===== src/verilog/dtm_pkg.sv =====
// constants for the die temperature monitor
// Functional notes
// - converter clock is sample clock divided by eight times the divider setting.
// - three modes: single shot, repeated, repeated with sticky alarm.
// - repeated modes start a conversion each time the interval count elapses.
// - every completed reading is compared against the programmed threshold.
// - reading above threshold sets alarm flag and asserts mute request.
// - in alarm mode the flag stays set after readings fall back.
// - held alarm clears only on the alarm-clear command bit.
// - highest and lowest registers track new extremes of readings.
// - every completed reading is stored in the present-reading register.
// - highest and lowest registers clear independently on their own command bits.
// - all reading registers hold the raw converter code, unscaled.
package dtm_pkg;
    localparam int DTM_CODE_W = 6;
    localparam int DTM_DIV_W = 8;
    localparam int DTM_INTV_W = 16;
    localparam int DTM_PRE_DIV = 8;
    localparam logic [DTM_CODE_W-1:0] DTM_HIGH_RST = 6'h00;
    localparam logic [DTM_CODE_W-1:0] DTM_LOW_RST = 6'h3F;
    localparam logic [1:0] DTM_MODE_SINGLE = 2'h0;
    localparam logic [1:0] DTM_MODE_REPEAT = 2'h1;
    localparam logic [1:0] DTM_MODE_ALARM = 2'h2;
    typedef enum logic [1:0]
    {
        DTM_IDLE = 2'b00,
        DTM_CONV = 2'b01,
        DTM_WAIT = 2'b10
    } dtm_state_e;
endpackage : dtm_pkg


===== src/verilog/dtm_clk_div.sv =====
// sensor clock tick generator
`timescale 1ns/100ps
module dtm_clk_div
    import dtm_pkg::*;
(
    input wire logic sys_clk,
    input wire logic rstn,
    input wire logic [DTM_DIV_W-1:0] div_setting,
    output logic tick
);
    logic [DTM_DIV_W+2:0] cnt_reg;
    logic [DTM_DIV_W+2:0] limit;

    // period is eight times the setting, setting 0 treated as 1
    assign limit = (div_setting == '0) ? (DTM_DIV_W+3)'(DTM_PRE_DIV)
        : (DTM_DIV_W+3)'(DTM_PRE_DIV) * {3'h0, div_setting};

    always_ff @(posedge sys_clk or negedge rstn)
    begin
        if (!rstn)
        begin
            cnt_reg <= '0;
            tick <= 1'b0;
        end
        else if (cnt_reg >= limit - (DTM_DIV_W+3)'(1))
        begin
            cnt_reg <= '0;
            tick <= 1'b1;
        end
        else
        begin
            cnt_reg <= cnt_reg + (DTM_DIV_W+3)'(1);
            tick <= 1'b0;
        end
    end
endmodule : dtm_clk_div


===== src/verilog/dtm_top.sv =====
// die temperature monitor control and readout
`timescale 1ns/100ps
module dtm_top
    import dtm_pkg::*;
(
    input wire logic sys_clk,
    input wire logic rstn,
    input wire logic [1:0] measure_mode,
    input wire logic [DTM_DIV_W-1:0] sensor_clk_div,
    input wire logic [DTM_INTV_W-1:0] measure_interval_count,
    input wire logic [DTM_CODE_W-1:0] over_heat_threshold,
    input wire logic start_cmd,
    input wire logic clear_heat_flag_cmd,
    input wire logic clear_highest_cmd,
    input wire logic clear_lowest_cmd,
    input wire logic [DTM_CODE_W-1:0] conv_code,
    input wire logic conv_done,
    output logic conv_start,
    output logic conv_clk_tick,
    output logic [DTM_CODE_W-1:0] present_reading,
    output logic [DTM_CODE_W-1:0] highest_reading,
    output logic [DTM_CODE_W-1:0] lowest_reading,
    output logic heat_alarm,
    output logic mute_req,
    output logic busy
);
    // ==========================================================
    // input synchronisers (converter side is asynchronous)
    logic [DTM_CODE_W-1:0] code_s1_reg;
    logic [DTM_CODE_W-1:0] code_s2_reg;
    logic done_s1_reg;
    logic done_s2_reg;
    logic done_s3_reg;
    logic done_pulse;

    always_ff @(posedge sys_clk or negedge rstn)
    begin
        if (!rstn)
        begin
            code_s1_reg <= '0;
            code_s2_reg <= '0;
            done_s1_reg <= 1'b0;
            done_s2_reg <= 1'b0;
            done_s3_reg <= 1'b0;
        end
        else
        begin
            code_s1_reg <= conv_code;
            code_s2_reg <= code_s1_reg;
            done_s1_reg <= conv_done;
            done_s2_reg <= done_s1_reg;
            done_s3_reg <= done_s2_reg;
        end
    end

    // code is stable while done is high, so capture on the done edge
    assign done_pulse = done_s2_reg & ~done_s3_reg;

    // ==========================================================
    // sensor clock
    logic tick;

    dtm_clk_div u_div
    (
        .sys_clk(sys_clk),
        .rstn(rstn),
        .div_setting(sensor_clk_div),
        .tick(tick)
    );

    always_ff @(posedge sys_clk or negedge rstn)
    begin
        if (!rstn)
            conv_clk_tick <= 1'b0;
        else
            conv_clk_tick <= tick;
    end

    // ==========================================================
    // measurement sequencer
    dtm_state_e state_reg;
    logic [DTM_INTV_W-1:0] intv_reg;
    logic repeat_mode;
    logic interval_done;

    assign repeat_mode = (measure_mode == DTM_MODE_REPEAT)
        || (measure_mode == DTM_MODE_ALARM);
    // the tick that completes the interval launches the next conversion
    assign interval_done = tick && (({1'b0, intv_reg} + (DTM_INTV_W+1)'(1))
        >= {1'b0, measure_interval_count});

    always_ff @(posedge sys_clk or negedge rstn)
    begin
        if (!rstn)
        begin
            state_reg <= DTM_IDLE;
            conv_start <= 1'b0;
        end
        else
        begin
            conv_start <= 1'b0;
            case (state_reg)
                DTM_IDLE:
                begin
                    // one conversion per request in single mode
                    if ((measure_mode == DTM_MODE_SINGLE && start_cmd)
                        || (repeat_mode && start_cmd))
                    begin
                        state_reg <= DTM_CONV;
                        conv_start <= 1'b1;
                    end
                end
                DTM_CONV:
                begin
                    if (done_pulse)
                        state_reg <= repeat_mode ? DTM_WAIT : DTM_IDLE;
                end
                DTM_WAIT:
                begin
                    if (!repeat_mode)
                        state_reg <= DTM_IDLE;
                    else if (interval_done)
                    begin
                        state_reg <= DTM_CONV;
                        conv_start <= 1'b1;
                    end
                end
                default:
                    state_reg <= DTM_IDLE;
            endcase
        end
    end

    // interval counted in sensor clock cycles from the previous start
    always_ff @(posedge sys_clk or negedge rstn)
    begin
        if (!rstn)
            intv_reg <= '0;
        else if (conv_start)
            intv_reg <= '0;
        else if (tick && intv_reg != '1)
            intv_reg <= intv_reg + DTM_INTV_W'(1);
    end

    always_ff @(posedge sys_clk or negedge rstn)
    begin
        if (!rstn)
            busy <= 1'b0;
        else
            busy <= (state_reg != DTM_IDLE);
    end

    // ==========================================================
    // readings, raw codes only
    always_ff @(posedge sys_clk or negedge rstn)
    begin
        if (!rstn)
            present_reading <= '0;
        else if (done_pulse)
            present_reading <= code_s2_reg;
    end

    // a new reading wins over a clear in the same cycle
    always_ff @(posedge sys_clk or negedge rstn)
    begin
        if (!rstn)
            highest_reading <= DTM_HIGH_RST;
        else if (done_pulse && clear_highest_cmd)
            highest_reading <= code_s2_reg;
        else if (done_pulse && code_s2_reg > highest_reading)
            highest_reading <= code_s2_reg;
        else if (clear_highest_cmd)
            highest_reading <= DTM_HIGH_RST;
    end

    always_ff @(posedge sys_clk or negedge rstn)
    begin
        if (!rstn)
            lowest_reading <= DTM_LOW_RST;
        else if (done_pulse && clear_lowest_cmd)
            lowest_reading <= code_s2_reg;
        else if (done_pulse && code_s2_reg < lowest_reading)
            lowest_reading <= code_s2_reg;
        else if (clear_lowest_cmd)
            lowest_reading <= DTM_LOW_RST;
    end

    // ==========================================================
    // over-temperature alarm and mute
    logic over;

    assign over = done_pulse && (code_s2_reg > over_heat_threshold);

    always_ff @(posedge sys_clk or negedge rstn)
    begin
        if (!rstn)
            heat_alarm <= 1'b0;
        else if (over)
            heat_alarm <= 1'b1;
        else if (measure_mode == DTM_MODE_ALARM)
        begin
            if (clear_heat_flag_cmd)
                heat_alarm <= 1'b0;
        end
        else if (done_pulse || clear_heat_flag_cmd)
            heat_alarm <= 1'b0;
    end

    always_ff @(posedge sys_clk or negedge rstn)
    begin
        if (!rstn)
            mute_req <= 1'b0;
        else if (over)
            mute_req <= 1'b1;
        else if (measure_mode == DTM_MODE_ALARM)
        begin
            if (clear_heat_flag_cmd)
                mute_req <= 1'b0;
        end
        else if (done_pulse || clear_heat_flag_cmd)
            mute_req <= 1'b0;
    end
endmodule : dtm_top


===== config.mk =====
export PLATFORM = sky130hd
export DESIGN_NAME = dtm_top
export DESIGN_NICKNAME = d
export VERILOG_FILES = /design/src/verilog/dtm_pkg.sv /design/src/verilog/dtm_clk_div.sv /design/src/verilog/dtm_top.sv
export SDC_FILE = /design/constraint.sdc
export NUM_CORES = 1
export LEC_CHECK = 0
export ABC_CLOCK_PERIOD_IN_PS = 3200
export BUFFER_PORTS_ARGS = -buffer_cell sky130_fd_sc_hd__buf_2
export CORE_MARGIN = 3
export CORE_UTILIZATION = 36
export DETAILED_ROUTE_END_ITERATION = 16
export GPL_TIMING_DRIVEN = 0
export SLEW_MARGIN = 20
export SYNTH_ARGS = -nofsm -noshare
export SYNTH_HDL_FRONTEND = slang
export SYNTH_SLANG_ARGS = --single-unit
export TNS_END_PERCENT = 20

===== constraint.sdc =====
create_clock -name sys_clk -period 3.2 [get_ports sys_clk]
set_clock_uncertainty 0.1 [all_clocks]
set_input_delay 0.96 -clock sys_clk [delete_from_list [all_inputs] [get_ports sys_clk]]
set_output_delay 0.96 -clock sys_clk [all_outputs]
set_load 0.005 [all_outputs]

==> impl_metrics.csv <==
group,metric,value,unit
critical_path,worstPathCellList,"buf_6, or4_4, or3_4, o21bai_4, inv_2, ha_4, ha_4, a21oi_2, o21ai_1, a21o_1, a211oi_2, nor3_2, clkbuf_8, nor2_4",
clocking,cts_tree,"done",
synthesis,yosys_warnings,0,
routing,drc,0,
floorplan,io_pins,68,
critical_path,cp_common_cell,"ha_4",
synthesis,syn-cell-area,4030,µm²
power,p_leak,2.48,nW
synthesis,seq_area_frac_synth,41.8,%
floorplan,coreArea,10600,µm²
finish,stdcell_area,4920,µm²
clocking,cts_sinks,67,
finish,antennaDiodeCount,0,
placed_design,gp_congestion,0.830,
synthesis,synth_seq_cells,67,
sta,fmax,0.290,GHz
sta,drv_slew,0,
finish,largest_reg_flops,16,
sta,tightest_slew,1.02,ns
global_routing,grt_max_degree,52,
clocking,cts_made_buffers,9,
synthesis,async_flop_share,100,%
sta,hold_viol_final,0,
global_routing,grt_remaining_overflow,0,
global_routing,grt_pass1_vias,3208,
floorplan,fp.dieH,112,µm
critical_path,critPathMaxStageDelay,0.53,ns
synthesis,synth_fp_nets,509,
min_path,hold_path_class,"reg -> reg",
critical_path,crit_path_top_delay_cell,"or4_4",
routing,vias_per_cell,4.85,
placed_design,hpwl,6470,µm
clocking,cts.path.max_buffers,2,
floorplan,die_w,112,µm
synthesis,synth.top_cell.area_share,37.9,%
routing,post_drt_wl_per_cell,13.3,µm
clocking,clock_latency,0.34,ns
placed_design,place_area,4590,µm²
critical_path,end_kind,"flop",
global_routing,antenna_found_initial,0,
routing,vias,3117,
job,cap_viol_max_count,0,
routing,postRouteAntennaNets,0,
critical_path,critPathKind,"in -> reg",
floorplan,initial_core_util,38.0,%
critical_path,crit_buf_inv,3,
floorplan,rows,37,
floorplan,dieArea,12500,µm²
global_routing,grt_pass1_wl,14300,µm
global_routing,grt_usage,13.8,%
placed_design,port_buffers,67,
clocking,clock_tree.htree_level_count,3,
finish,final_layout_size_suffix_gt1_share,25.2,%
routing,drt-total-wl,8540,µm
synthesis,synth_top_area_cell,"dfrtp_1",
synthesis,synthTopCellsByArea,"dfrtp_1 (38%), ha_1 (14%), xor2_1 (5.0%)",
synthesis,synth_edf_count,0,
synthesis,syn_avg_cell_area,9.63,µm²
critical_path,crit_family,"simple AND/OR/NAND/NOR gates",
power,ir_worst_vdd,0.213,mV
clocking,clk_pin_slew_worst_paths,0.07,ns
run_status,outcome,"finished with violations",
routing,first_pass_iters,4,
finish,final_cells,643,
sta,rsz0062_at_grt,"yes",
sta,tns,-2.91,ns
sta,period_minus_slack,3.45,ns
synthesis,synthCells,418,
routing,drt-initial-drc-count,111,
critical_path,critPathLaunchType,"input pin",
synthesis,synth_cell_type_count,51,
placed_design,dp_cells,622,
sta,fin_ws,-0.254,ns
critical_path,cp.required,3.37,ns
sta,holdWs,0.249,ns
run_status,violations,"negative setup slack",
critical_path,crit_path_max_fanout,5,
power,pwr_density_cell,499,nW/µm²
sta,relSlewSlack,31.3,%
critical_path,worstPathArrival,3.62,ns
clocking,cts_root_buf,"clkbuf_8",
finish,fin_nets,593,
synthesis,synth_flop_cell,"dfrtp_1",
sta,fin_crit_sh,108,%
finish,area_delta_synth_final,22.1,%
sta,finalSetupViolations,12,
## final timing paths
path	slack, ns	cells past startpoint	end	start
setup reg to reg	0.11	12	conv_start	intv_reg[0]
max in group asynchronous	2.02	2	lowest_reading[1]	rstn
hold reg to reg	0.25	0	code_s2_reg[2]	code_s1_reg[2]
min in group asynchronous	0.39	1	conv_start	rstn
hold / removal	0.25	0	code_s2_reg[2]	code_s1_reg[2]
setup / recovery	-0.25	14	u_div.cnt_reg[5]	sensor_clk_div[3]
## through the flow
| stage | worst slack (ns) | utilization [%] | total power [mW] |
|---|---|---|---|
| floorplan | -0.486 | - | 1.55 |
| global placement | -0.892 | 43.0 | 1.74 |
| detailed placement | -0.892 | 43.3 | 1.78 |
| CTS | -0.242 | 46.3 | 2.49 |
| global route | -0.336 | 46.4 | 2.64 |
| finish | -0.254 | 46.4 | 2.45 |
## logic make-up (layout without fill, tap and decap cells)
family,Yosys count,after routing,synth area share (%)
mux,7,7,1.77
xor+xnor,43,43,9.35
compound gates,54,54,9.79
simple gates,147,147,17.7
buf+inv,54,143,5.31
fa+ha+maj,46,46,14.3
flops,67,67,41.8
## what timing repair did
item                                   in CTS  in global routing
cloned                                      1                  0
pin swaps                                  15                  5
setup buffers                               4                  0
gates resized for setup                    19                  6
setup endpoints to repair                  15                 15
endpoints found under the hold margin       0                  0
hold buffers                                0                  0
## layout make-up
class                      count  area (µm²)
multi-input combinational    297        2230
timing repair buffer          73         419
buffer                        10        58.8
clock buffer                  11         141
clock inverter                 5        38.8
fill                        1021        5680
inverter                      44         165
sequential                    67        1690
tap                          136         170
## layout by cell type (no fill, tap or decap), types with 7 or more instances in the layout
cell type / count
buf_2: 64
dfrtp_1: 57
nor2_1: 46
inv_1: 43
ha_1: 43
nand2_1: 40
xor2_1: 23
xnor2_1: 20
nand3_1: 16
a21oi_1: 12
clkbuf_8: 11
o21ai_0: 8
nor2b_1: 8
nand4_1: 8
clkbuf_1: 7
## power by group
group	leakage (nW)	internal (mW)	switching, mW
logic	1.57	0.349	0.358
clock network	0.0778	0.303	0.325
registers	0.839	0.984	0.135
## cells in the mapped netlist (8+ instances only)
cell type	n
a21oi_1	13
dfrtp_1	61
ha_1	46
inv_1	44
nand2_1	40
nand3_1	17
nand4_1	8
nor2_1	49
nor2b_1	8
o21ai_0	9
xnor2_1	20
xor2_1	23
## routing by layer
layer	part of all wire, %	wire length, µm	vias to the layer above	track usage [%]
met5	0	0	-	0
met1	46	3910	1475	17.0
met4	1.1	91	0	3.41
met2	49	4190	57	24.4
met3	4.1	351	11	3.42
li1	-	-	1574	-
Power figures use the tool's default switching activity.
